--- config.mk ---
export PLATFORM = sky130hd
export DESIGN_NAME = rdspin_core
export DESIGN_NICKNAME = d
export VERILOG_FILES = /design/src/common/rdspin_pkg.sv /design/src/core/rdspin_core.sv
export SDC_FILE = /design/constraint.sdc
export NUM_CORES = 1
export LEC_CHECK = 0
export ABC_AREA = 0
export CORE_ASPECT_RATIO = 1.4
export CORE_UTILIZATION = 66
export CTS_BUF_LIST = sky130_fd_sc_hd__clkbuf_8
export DETAILED_ROUTE_END_ITERATION = 7
export DONT_BUFFER_PORTS = 1
export PLACE_DENSITY = 0.82
export SLEW_MARGIN = 30
export SYNTH_ARGS = -nofsm -noshare
export SYNTH_HDL_FRONTEND = slang
export SYNTH_SLANG_ARGS = --single-unit
--- constraint.sdc ---
create_clock -name pclk -period 2.5 [get_ports pclk]
set_input_delay 0.625 -clock pclk [delete_from_list [all_inputs] [get_ports pclk]]
set_output_delay 0.625 -clock pclk [all_outputs]
set_load 0.005 [all_outputs]
--- src/common/rdspin_pkg.sv ---
package rdspin_pkg;

  // ==========================================================
  // Register map and field layout
  localparam logic [11:0] CTRL_OFS = 12'h000;
  localparam logic [11:0] STATUS_OFS = 12'h004;
  localparam int CTRL_W = 10;
  localparam int DSS_POS = 0;
  localparam int PFS_POS = 1;
  localparam int TEST_POS = 4;
  localparam int SFT_POS = 8;
  localparam int PDT_POS = 9;
  localparam logic [2:0] PFS_RST = 3'h3;
  localparam logic [3:0] TEST_RST = 4'h0;

  // ==========================================================
  // Serial bus addresses (values are arbitrary)
  localparam logic [7:0] SER_ADDR_IN = 8'h5a;
  localparam logic [7:0] SER_ADDR_OUT = 8'h5b;

  // ==========================================================
  // Timing
  localparam int CLK_PERIOD_NS = 10;
  localparam int T_SYNC_PULSE_US = 421;
  localparam int T_READ_HOLD_US = 265;
  localparam logic [15:0] SYNC_PULSE_CYC =
    16'((T_SYNC_PULSE_US * 1000) / CLK_PERIOD_NS);
  localparam logic [15:0] READ_HOLD_CYC =
    16'((T_READ_HOLD_US * 1000 + CLK_PERIOD_NS - 1) / CLK_PERIOD_NS);

  // ==========================================================
  // Error block statistics
  localparam logic [5:0] ERR_SET_LAST = 6'h2f;
  localparam logic [5:0] ERR_LIM_LOW = 6'h14;
  localparam logic [5:0] ERR_LIM_MID = 6'h28;

  typedef struct packed {
    logic presence_detect_tuning;
    logic soft_flag_tuning;
    logic [3:0] test_ctl;
    logic pin_polarity_sel;
    logic pin_func_sel_bit1;
    logic pin_func_sel_bit0;
    logic decode_standard_select;
  } rdspin_ctrl_t;

  localparam rdspin_ctrl_t CTRL_RST = '{
    presence_detect_tuning: 1'b0,
    soft_flag_tuning: 1'b0,
    test_ctl: TEST_RST,
    pin_polarity_sel: PFS_RST[2],
    pin_func_sel_bit1: PFS_RST[1],
    pin_func_sel_bit0: PFS_RST[0],
    decode_standard_select: 1'b0
  };

  // Signals from the demodulator and decoder, same clock
  typedef struct packed {
    logic recovered_bit_clock;
    logic recovered_bit_data;
    logic soft_flag_loose;
    logic soft_flag_strict;
    logic subcarrier_out;
    logic broadcast_ident_tone;
    logic traffic_program_flag;
    logic traffic_announce_flag;
    logic block_start;
    logic block_done;
    logic blk_uncorrectable;
    logic blk_corrected;
    logic blk_had_err;
    logic synced;
    logic presence_loose;
    logic presence_strict;
    logic unread_blocks;
  } rdspin_dec_t;

  // Open-drain pins: index 0..4 status a..e, 5 sync, 6 presence, 7 req
  typedef struct packed {
    logic [7:0] pin_o;
    logic [7:0] pin_oe;
  } rdspin_od_t;

endpackage : rdspin_pkg

--- src/core/rdspin_core.sv ---
`timescale 1ns/10ps
module rdspin_core #(
  parameter logic [15:0] SYNC_PULSE = rdspin_pkg::SYNC_PULSE_CYC,
  parameter logic [15:0] READ_HOLD = rdspin_pkg::READ_HOLD_CYC
) (
  input wire logic pclk,
  input wire logic presetn,
  input wire logic psel,
  input wire logic penable,
  input wire logic pwrite,
  input wire logic [11:0] paddr,
  input wire logic [31:0] pwdata,
  output logic [31:0] prdata,
  output logic pready,
  output logic pslverr,
  input wire logic bus_chip_enable,
  input wire logic bus_serial_clock,
  input wire logic bus_data_in,
  input wire logic test_pin_first,
  input wire logic test_pin_second,
  input wire logic osc_running,
  input wire rdspin_pkg::rdspin_dec_t dec,
  output rdspin_pkg::rdspin_od_t od,
  output logic offset_e_enable,
  output logic soft_strict_sel,
  output logic standby
);

  // ==========================================================
  // State
  typedef struct packed {
    rdspin_pkg::rdspin_ctrl_t ctrl;
    logic [9:0] sh;
    logic [4:0] bcnt;
    logic [7:0] addr;
    logic in_ph;
    logic out_ph;
    logic [5:0] s1;
    logic [5:0] s2;
    logic cl_d;
    logic ce_d;
    logic [15:0] do_tmr;
    logic [5:0] err_cnt;
    logic [5:0] blk_cnt;
    logic [1:0] err_lvl;
    logic sync_prev;
    logic [15:0] pls_tmr;
    rdspin_pkg::rdspin_od_t od;
    logic standby;
    logic offe;
    logic soft_sel;
    logic [31:0] prdata;
    logic pready;
    logic pslverr;
  } rdspin_st_t;

  rdspin_st_t st_ff;
  rdspin_st_t nxt_st;
  logic cl_rise;
  logic ce_rise;
  logic ce_fall;
  logic osc_ok;
  logic ser_commit;
  logic apb_wr;
  logic apb_setup;
  logic [1:0] mode;
  logic pol;
  logic cnt_mode;
  logic [4:0] lvl;
  logic a_sync;
  logic a_pres;
  logic [5:0] err_now;

  // Pin level to open-drain enable: drive only to pull low
  function automatic logic od_en(input logic level);
    od_en = ~level;
  endfunction : od_en

  // Flag to level under the chosen polarity
  function automatic logic flag_lvl(input logic flag, input logic inv);
    flag_lvl = inv ? flag : ~flag;
  endfunction : flag_lvl

  // Counter to the four error levels
  function automatic logic [1:0] err_code(input logic [5:0] n);
    if (n == 6'h00) begin
      err_code = 2'h0;
    end else if (n <= rdspin_pkg::ERR_LIM_LOW) begin
      err_code = 2'h1;
    end else if (n <= rdspin_pkg::ERR_LIM_MID) begin
      err_code = 2'h2;
    end else begin
      err_code = 2'h3;
    end
  endfunction : err_code

  // ==========================================================
  // Next state
  always_comb begin
    nxt_st = st_ff;
    // Pins: 0 ce, 1 cl, 2 di, 3 test first, 4 test second, 5 osc
    nxt_st.s1 = {osc_running, test_pin_second, test_pin_first,
                 bus_data_in, bus_serial_clock, bus_chip_enable};
    nxt_st.s2 = st_ff.s1;
    nxt_st.cl_d = st_ff.s2[1];
    nxt_st.ce_d = st_ff.s2[0];
    cl_rise = st_ff.s2[1] & ~st_ff.cl_d;
    ce_rise = st_ff.s2[0] & ~st_ff.ce_d;
    ce_fall = ~st_ff.s2[0] & st_ff.ce_d;
    osc_ok = st_ff.s2[5];
    ser_commit = 1'b0;
    apb_setup = psel & ~penable;
    apb_wr = psel & penable & pwrite & st_ff.pready &
             (paddr == rdspin_pkg::CTRL_OFS);

    // Serial control input
    if (!osc_ok) begin
      nxt_st.in_ph = 1'b0;
      nxt_st.out_ph = 1'b0;
      nxt_st.bcnt = 5'h00;
    end else if (ce_rise) begin
      nxt_st.in_ph = (st_ff.addr == rdspin_pkg::SER_ADDR_IN);
      nxt_st.out_ph = (st_ff.addr == rdspin_pkg::SER_ADDR_OUT);
      nxt_st.bcnt = 5'h00;
    end else if (ce_fall) begin
      // Short frames are dropped whole; long frames apply their first ten bits, later bits ignored
      ser_commit = st_ff.in_ph &
                   (st_ff.bcnt == 5'(rdspin_pkg::CTRL_W));
      if (st_ff.out_ph) begin
        nxt_st.do_tmr = READ_HOLD;
      end
      nxt_st.in_ph = 1'b0;
      nxt_st.out_ph = 1'b0;
    end else if (cl_rise && !st_ff.s2[0]) begin
      nxt_st.addr = {st_ff.addr[6:0], st_ff.s2[2]};
    end else if (cl_rise && st_ff.in_ph &&
                 st_ff.bcnt < 5'(rdspin_pkg::CTRL_W)) begin
      nxt_st.sh = {st_ff.s2[2], st_ff.sh[9:1]};
      nxt_st.bcnt = st_ff.bcnt + 5'h01;
    end
    if (ser_commit) begin
      nxt_st.ctrl = rdspin_pkg::rdspin_ctrl_t'(st_ff.sh);
    end else if (apb_wr) begin
      nxt_st.ctrl = rdspin_pkg::rdspin_ctrl_t'(pwdata[9:0]);
    end

    // Read request line
    if (st_ff.do_tmr != 16'h0000) begin
      nxt_st.do_tmr = st_ff.do_tmr - 16'h0001;
      nxt_st.od.pin_oe[7] = 1'b0;
    end else begin
      nxt_st.od.pin_oe[7] = dec.unread_blocks & ~st_ff.out_ph;
    end

    // Error blocks per set
    err_now = st_ff.err_cnt + {5'h00, dec.blk_had_err};
    if (dec.block_done) begin
      if (st_ff.blk_cnt == rdspin_pkg::ERR_SET_LAST) begin
        nxt_st.err_lvl = err_code(err_now);
        nxt_st.err_cnt = 6'h00;
        nxt_st.blk_cnt = 6'h00;
      end else begin
        nxt_st.err_cnt = err_now;
        nxt_st.blk_cnt = st_ff.blk_cnt + 6'h01;
      end
    end

    // Sync state of the block just finished
    if (dec.block_start) begin
      nxt_st.sync_prev = dec.synced;
      nxt_st.pls_tmr = dec.synced ? SYNC_PULSE : 16'h0000;
    end else if (st_ff.pls_tmr != 16'h0000) begin
      nxt_st.pls_tmr = st_ff.pls_tmr - 16'h0001;
    end

    // Output pin routing
    mode = {st_ff.ctrl.pin_func_sel_bit1, st_ff.ctrl.pin_func_sel_bit0};
    pol = st_ff.ctrl.pin_polarity_sel;
    cnt_mode = pol & (mode == 2'h0);
    lvl = 5'h1f;
    unique case (mode)
      2'h1: begin
        lvl[3] = flag_lvl(dec.traffic_program_flag, pol);
        lvl[4] = flag_lvl(dec.traffic_announce_flag, pol);
      end
      2'h2: begin
        lvl[0] = dec.recovered_bit_clock;
        lvl[1] = dec.recovered_bit_data;
        lvl[2] = st_ff.soft_sel ? dec.soft_flag_strict
                                : dec.soft_flag_loose;
        lvl[3] = pol ? ~dec.subcarrier_out : dec.subcarrier_out;
        lvl[4] = flag_lvl(dec.broadcast_ident_tone, pol);
      end
      2'h3: begin
        lvl[0] = dec.recovered_bit_clock;
        lvl[1] = dec.recovered_bit_data;
        lvl[2] = st_ff.soft_sel ? dec.soft_flag_strict
                                : dec.soft_flag_loose;
        lvl[3] = flag_lvl(dec.blk_uncorrectable, pol);
        lvl[4] = flag_lvl(dec.blk_uncorrectable | dec.blk_corrected,
                          pol);
      end
      2'h0: begin
        if (cnt_mode) begin
          lvl[3] = st_ff.err_lvl[1];
          lvl[4] = st_ff.err_lvl[0];
        end
      end
    endcase
    nxt_st.od.pin_oe[0] = od_en(lvl[0]);
    nxt_st.od.pin_oe[1] = od_en(lvl[1]);
    nxt_st.od.pin_oe[2] = od_en(lvl[2]);
    nxt_st.od.pin_oe[3] = od_en(lvl[3]);
    nxt_st.od.pin_oe[4] = od_en(lvl[4]);
    if (st_ff.ctrl.pin_func_sel_bit0 & st_ff.ctrl.pin_func_sel_bit1) begin
      a_sync = st_ff.sync_prev & (st_ff.pls_tmr == 16'h0000);
    end else begin
      a_sync = st_ff.sync_prev;
    end
    a_pres = st_ff.ctrl.presence_detect_tuning ? dec.presence_strict
                                               : dec.presence_loose;
    nxt_st.od.pin_oe[5] = od_en(flag_lvl(a_sync, pol));
    nxt_st.od.pin_oe[6] = od_en(flag_lvl(a_pres, pol));
    nxt_st.od.pin_o = 8'h00;

    // Misc control outputs
    nxt_st.standby = ~st_ff.s2[3] & st_ff.s2[4];
    nxt_st.offe = st_ff.ctrl.decode_standard_select;
    nxt_st.soft_sel = st_ff.ctrl.soft_flag_tuning;

    // APB slave, one wait-free access phase
    if (psel && penable && st_ff.pready) begin
      nxt_st.pready = 1'b0;
      nxt_st.pslverr = 1'b0;
      nxt_st.prdata = 32'h0000_0000;
    end else if (apb_setup) begin
      nxt_st.pready = 1'b1;
      nxt_st.pslverr = 1'b0;
      nxt_st.prdata = 32'h0000_0000;
      if (paddr == rdspin_pkg::CTRL_OFS) begin
        nxt_st.prdata[9:0] = st_ff.ctrl;
      end else if (paddr == rdspin_pkg::STATUS_OFS) begin
        nxt_st.prdata[7:0] = st_ff.od.pin_oe;
        nxt_st.prdata[9:8] = st_ff.err_lvl;
        nxt_st.prdata[10] = st_ff.sync_prev;
        nxt_st.prdata[11] = a_pres;
        nxt_st.prdata[12] = st_ff.standby;
        nxt_st.prdata[13] = osc_ok;
      end else begin
        nxt_st.pslverr = 1'b1;
      end
    end
  end

  // ==========================================================
  // Registers
  always_ff @(posedge pclk or negedge presetn) begin
    if (!presetn) begin
      st_ff <= '0;
      st_ff.ctrl <= rdspin_pkg::CTRL_RST;
    end else begin
      st_ff <= nxt_st;
    end
  end

  assign prdata = st_ff.prdata;
  assign pready = st_ff.pready;
  assign pslverr = st_ff.pslverr;
  assign od = st_ff.od;
  assign offset_e_enable = st_ff.offe;
  assign soft_strict_sel = st_ff.soft_sel;
  assign standby = st_ff.standby;
endmodule : rdspin_core

==> impl_metrics.toml, run 1 <==
[synthesis]
synthArstFlopShare = 1.00
ys_ff_latch = 123
synthTopCellsByArea = "dfrtp_1, buf_4, mux2_2"
synth_area_leader_cell = "dfrtp_1"
synth_ff_type = "dfrtp_1"
netlist_instances = 555
synth_warnings = 0
syn_area_per_cell_um2 = 10.7
synth-edff-count = 0
yosys.area.top_type_share = 0.509
netlist_area_mm2 = 0.00595
seq_area_frac_synth = 0.517
synth_cell_types = 57

[grt]
grt.met3_usage = 0.0845
grt_pass1_wl_mm = 17.5
grt_use_total = 0.250
grt-ovfl-total = 0
grt_start_max_net_pins = 124
busiest_layer = "met2"
use_met2 = 0.417
grt_antenna_before_repair = 0
grt_pass1_vias = 3899
use_met1 = 0.284

[timing]
fin_worst_skew_ns = 0.00736
setup-tns-final_ns = 0
hold_ws_ns = -0.113
fin_crit_sh = 0.917
worstMarginPinSlew_ns = 0.635
grt_setup_unrepaired = "no"
fmax_mhz = 436
drv_slew = 0
layout_min_cycle_time_ns = 2.29
max-slew-margin-rel = 0.575
setup_violations = 0
hold_viol_final = 121

[worst_setup_path]
worstPathCellList = "inv_1 > ha_1 > or4b_1 > or2_0 > or3_4 > a21oi_1 > a21oi_1"
cpPeakStageDelay_ns = 0.48
worstPathArrival_ns = 2.60
rrSetupSlack_ns = 0.21
criticalPathCategory = "reg2reg"
r2r_cells = 7
r2r-end = "st_ff[94]$_DFFE_PN0P_"
rr_startpoint = "st_ff[84]$_DFFE_PN0P_"
cp.required_ns = 2.81
path_common_cell = "a21oi_1"
critPathLaunchType = "flip-flop"
crit_slowest_cell = "or3_4"
cpLargestDelayFamily = "simple AND/OR/NAND/NOR gates"
cp.buffers_inverters = 1
path_max_fanout = 7
endpoint_kind = "flip-flop"

[drt]
drtAntennaViolNets = 0
dr.first_iter.drc_count = 296
drt-total-wl_mm = 10.9
wl_per_cell_um = 16.5
dr_total_vias = 4021
via_per_inst = 6.07
first_pass_iters = 5
drc = 0

[clocking]
cts.path.max_buffers = 2
root_buffer = "clkbuf_8"
htree_levels = 4
cts_made_buffers = 17
ctsResizeCount = 0
cts.clk_slew.worst_paths_ns = 0.07
clk_latency_ns = 0.42
cts_sinks = 123
tritoncts = "built"
postCtsSetupBuffers = 0

[placed_design]
portBuffers = 0
post-dp-hpwl_mm = 7.71
gp_congestion = 0.859
dp.cells = 631

[pwr]
p_leak_uw = 0.00289
p_total_uw = 5360
peakVddDrop_v = 0.000637
power.density_mw_per_mm2 = 850

[floorplanning]
fp.coreArea_mm2 = 0.00866
die_area_mm2 = 0.00941
row_count = 40
die_w_um = 82.3
die_y_um = 114
num_io_pins = 125
initial_utilization = 0.688

[layout]
fillCellCount = 594
drive_above_1_share = 0.126
synthToLayoutAreaGrowth_pct = 5.86
antennaDiodeCount = 0
finalNonFillerCells = 662
finalNetCount = 629

[worst_hold_path]
hp-class = "in2async"

[job]
maxCapViolCount = 0

[status]
violations = "negative hold slack"
outcome = "finished with violations"
## flip-flops by register name (all words and copies together), names as in the netlist
name / flops
standby: 1
nxt_st: 10
st_ff: 82
pol: 1
mode: 2
od: 8
offset_e_enable: 1
prdata: 14
soft_strict_sel: 1
osc_ok: 1
pready: 1
pslverr: 1
## routing by layer
| layer | vias to the layer above | routed length [um] | part of all wire |
|---|---|---|---|
| met5 | - | 0 | 0 |
| met4 | 0 | 224 | 0.021 |
| met3 | 18 | 530 | 0.049 |
| met2 | 126 | 5740 | 0.53 |
| met1 | 1983 | 4410 | 0.40 |
| li1 | 1894 | - | - |
## logic make-up (layout without fill, tap and decap cells)
logic type	Yosys count	in the layout	share of synthesized area
DFF	123	123	0.517
adders and majority gates	12	12	0.0252
buffers and inverters	81	58	0.0839
xor gates and xnor gates	21	21	0.0309
other	1	26	0.000630
muxes	40	40	0.0717
and+or+nand+nor	158	158	0.145
AOI/OAI and AO/OA	119	119	0.125
## worst register-to-register path: stages, from the launching register on
cell	delay (ns)
dfrtp_1	0.42
inv_1	0.10
ha_1	0.15
or4b_1	0.47
or2_0	0.34
or3_4	0.48
a21oi_1	0.16
a21oi_1	0.06
## where the power goes
part | internal, uW | leakage [uW] | switching [uW]
Sequential | 2190 | 0.00156 | 182
Combinational | 447 | 0.00108 | 483
Clock | 1340 | 0.000251 | 722
Total | 3970 | 0.00289 | 1390
## cell type report
type | instances | area (um2) | share of cell area
sequential | 123 | 3080 | 0.489
multi-input combinational | 376 | 2470 | 0.392
clock buffer | 23 | 317 | 0.0502
clock inverter | 8 | 163 | 0.0258
tap | 105 | 131 | 0.0208
timing repair buffer | 10 | 75.1 | 0.0119
inverter | 17 | 63.8 | 0.0101
## synthesized netlist by cell type, types with 11 or more instances
cell type / instances
xnor2_1: 15
buf_4: 49
mux2_2: 21
nand3_1: 17
nor2_1: 36
o21ai_0: 33
dfrtp_1: 121
inv_1: 17
clkbuf_1: 11
mux2i_1: 19
a21oi_1: 28
nand2_1: 29
ha_1: 12
## worst max-delay path by stage
stage / start / cells past startpoint / to / slack (ns)
2_1_floorplan: st_ff[84]$_DFFE_PN0P_ / 9 / st_ff[94]$_DFFE_PN0P_ / 0.33
3_3_place_gp: st_ff[84]$_DFFE_PN0P_ / 7 / st_ff[94]$_DFFE_PN0P_ / 0.30
3_5_place_dp: st_ff[84]$_DFFE_PN0P_ / 7 / st_ff[94]$_DFFE_PN0P_ / 0.23
4_1_cts: st_ff[84]$_DFFE_PN0P_ / 7 / st_ff[94]$_DFFE_PN0P_ / 0.24
5_1_grt: st_ff[60]$_DFFE_PN0P_ / 6 / st_ff[54]$_DFFE_PN0P_ / 0.04
6_report: st_ff[84]$_DFFE_PN0P_ / 7 / st_ff[94]$_DFFE_PN0P_ / 0.21
## placed cells by master (no fill, tap or decap), types with 12 or more instances in the layout
| cell | synthesis | layout |
|---|---|---|
| nand3_1 | 17 | 17 |
| ha_1 | 12 | 12 |
| xnor2_1 | 15 | 15 |
| clkbuf_8 | 0 | 23 |
| o21ai_0 | 33 | 33 |
| mux2i_1 | 19 | 19 |
| inv_1 | 17 | 19 |
| a21oi_1 | 28 | 28 |
| nand2_1 | 29 | 29 |
| conb_1 | 1 | 26 |
| dfrtp_1 | 121 | 121 |
| mux2_2 | 21 | 21 |
| nor2_1 | 36 | 36 |
## through the flow
stage	cell area, um2	hold WS, ns	setup WS (ns)	utilization
2_1_floorplan	6050	0.329	0.329	-
3_3_place_gp	5820	0.332	0.299	0.673
3_5_place_dp	5820	0.334	0.235	0.673
4_1_cts	6300	-0.137	0.235	0.728
5_1_grt	6300	-0.153	0.0392	0.728
6_report	6300	-0.113	0.208	0.728
(Power assumes the default switching activity.)
==> run 2: changes to the inputs <==
--- a/config.mk
+++ b/config.mk
@@ -5,13 +5,14 @@
 export SDC_FILE = /design/constraint.sdc
 export NUM_CORES = 1
 export LEC_CHECK = 0
-export ABC_AREA = 0
+export ABC_AREA = 1
+export CELL_PAD_IN_SITES_DETAIL_PLACEMENT = 1
+export CELL_PAD_IN_SITES_GLOBAL_PLACEMENT = 1
 export CORE_ASPECT_RATIO = 1.4
-export CORE_UTILIZATION = 66
-export CTS_BUF_LIST = sky130_fd_sc_hd__clkbuf_8
+export CORE_UTILIZATION = 47
 export DETAILED_ROUTE_END_ITERATION = 7
 export DONT_BUFFER_PORTS = 1
-export PLACE_DENSITY = 0.82
+export PLACE_DENSITY_LB_ADDON = 0.1
 export SLEW_MARGIN = 30
 export SYNTH_ARGS = -nofsm -noshare
 export SYNTH_HDL_FRONTEND = slang
==> impl_metrics.toml, run 2 <==
[floorplanning]
row_count = 50
num_io_pins = 125
die_area_mm2 = 0.0142
die_w_um = 101
die_y_um = 141
initial_utilization = 0.482
fp.coreArea_mm2 = 0.0134

[synthesis]
seq_area_frac_synth = 0.477
ys_ff_latch = 123
synth_cell_types = 41
synthTopCellsByArea = "dfrtp_1, nand2_1, buf_4"
synth_most_common_cell = "nand2_1"
synth-edff-count = 0
synth_ff_type = "dfrtp_1"
synthArstFlopShare = 1.00
syn_area_per_cell_um2 = 8.04
synth_area_leader_cell = "dfrtp_1"
synth_warnings = 0
netlist_instances = 803
synth_commonest_cells = "nand2_1, dfrtp_1, nor2_1"
netlist_area_mm2 = 0.00645
yosys.area.top_type_share = 0.469

[layout]
final_common_cell = "nand2_1"
synthToLayoutAreaGrowth_pct = 7.91
regMostFlops = "st_ff"
multi_input_area_mm2 = 0.00270
drive_above_1_share = 0.0702
finalNetCount = 871
finalNonFillerCells = 980
fillCellCount = 1692
final_cell_mix = "nand2_1, dfrtp_1, nor2_1, inv_1, nand3_1"
antennaDiodeCount = 0
seq_area_mm2 = 0.00308
largest_reg_flops = 82

[status]
violations = "negative hold slack"
outcome = "finished with violations"

[drt]
drt-total-wl_mm = 15.2
dr.first_iter.drc_count = 189
drc = 0
via_per_inst = 5.17
first_pass_iters = 4
drtAntennaViolNets = 0
wl_per_cell_um = 15.5
dr_total_vias = 5068

[clocking]
cts.path.max_buffers = 2
ctsResizeCount = 0
tritoncts = "built"
clk_latency_ns = 0.41
cts_made_buffers = 17
htree_levels = 4
postCtsSetupBuffers = 0
cts.clk_slew.worst_paths_ns = 0.06
cts_sinks = 123
root_buffer = "clkbuf_16"

[timing]
fin_worst_skew_ns = 0.00657
fin_crit_sh = 0.770
drv_slew = 0
setup_violations = 0
hold_viol_final = 121
grt_setup_unrepaired = "no"
worstMarginPinSlew_ns = 0.489
layout_min_cycle_time_ns = 1.93
hold_ws_ns = -0.0930
setup-tns-final_ns = 0
fmax_mhz = 519
max-slew-margin-rel = 0.671

[worst_setup_path]
rrSetupSlack_ns = 0.57
critPathLaunchType = "flip-flop"
criticalPathCategory = "reg2reg"
path_max_fanout = 27
worstPathCellList = "inv_1 > ha_1 > inv_1 > nor3_2 > nand3_4 > nand2_4 > nand2_1 > o21ai_0"
cpPeakStageDelay_ns = 0.41
cp.required_ns = 2.83
endpoint_kind = "flip-flop"
path_common_cell = "inv_1"
crit_slowest_cell = "dfrtp_1"
r2r_cells = 8
worstPathArrival_ns = 2.25

[grt]
grt-ovfl-total = 0
grt_pass1_wl_mm = 25.8
grt_antenna_before_repair = 0
grt_pass1_vias = 5504
grt_use_total = 0.230
grt_start_max_net_pins = 124

[placed_design]
gp_congestion = 0.827
portBuffers = 0
post-dp-hpwl_mm = 10.9
dp.cells = 950

[job]
maxCapViolCount = 0

[worst_hold_path]
hp-class = "in2async"

[pwr]
peakVddDrop_v = 0.000489
power.density_mw_per_mm2 = 896
p_leak_uw = 0.00345
==> run 2: cell types whose count changed in the layout (fill, tap and decap cells not counted), sizes merged, moves of 20 or more <==
cell and change:
o21ai +24, inv +64, nor2 +59, nand3 +43, nand2 +180, mux2 -20
==> run 2: layout make-up <==
cell class | count | area share
Inverter | 83 | 0.0447
Timing Repair Buffer | 5 | 0.00539
Clock buffer | 23 | 0.0715
Clock inverter | 7 | 0.0162
Tap cell | 182 | 0.0327
Sequential cell | 123 | 0.442
Multi-Input combinational cell | 557 | 0.387
==> run 2: final timing paths <==
kind / start / end
min: presetn / st_ff[95]$_DFFE_PN0P_
min reg2reg: nxt_st[107]$_DFF_PN0_ / osc_ok$_DFF_PN0_
max in group asynchronous: presetn / mode[1]$_DFFE_PN1P_
min in group pclk: test_pin_second / nxt_st[106]$_DFF_PN0_
max: nxt_st[100]$_DFF_PN0_ / st_ff[148]$_DFFE_PN0P_
max reg2reg: nxt_st[100]$_DFF_PN0_ / st_ff[148]$_DFFE_PN0P_
==> run 2: cell families after synthesis <==
kind of cell / after synthesis / share of synthesized area
AO/OA/AOI/OAI: 100 / 0.0822
XOR/XNOR: 16 / 0.0217
adder cells (fa/ha/maj): 12 / 0.0233
buffers and inverters: 148 / 0.120
flip-flops: 123 / 0.477
multiplexers: 1 / 0.00175
other: 1 / 0.000581
AND/OR/NAND/NOR: 402 / 0.273
==> run 2: through the flow <==
stage | hold WS, ns | utilization | setup WS (ns) | total power [uW] | area, um2
finish | -0.0930 | 0.520 | 0.575 | 6240 | 6960
global route | -0.113 | 0.520 | 0.322 | 6600 | 6960
CTS | -0.109 | 0.520 | 0.542 | 6300 | 6960
detailed placement | 0.333 | 0.474 | 0.549 | 3710 | 6350
global placement | 0.333 | 0.474 | 0.622 | 3610 | 6350
floorplan | 0.329 | - | 0.753 | 3450 | 6550
==> run 2: critical path, delay by kind of cell (launching register included) <==
family          cells  cell delay, ns
fa+ha+maj           1            0.25
compound gates      1            0.08
flops               1            0.41
buf+inv             2            0.21
simple gates        4            0.88
==> run 2: report_power, final <==
group	internal (uW)	leakage [uW]	switching (uW)	total, uW
registers	2310	0.00152	278	2580
clock network	1680	0.000301	863	2550
logic	404	0.00163	701	1110
total	4400	0.00345	1840	6240
==> run 2: routing by layer <==
| metal | up-vias | global-route usage | share of wire |
|---|---|---|---|
| met1 | 2489 | 0.269 | 0.41 |
| met3 | 19 | 0.0466 | 0.034 |
| li1 | 2462 | - | - |
| met5 | - | 0 | 0 |
| met4 | 0 | 0.0732 | 0.016 |
| met2 | 98 | 0.415 | 0.54 |
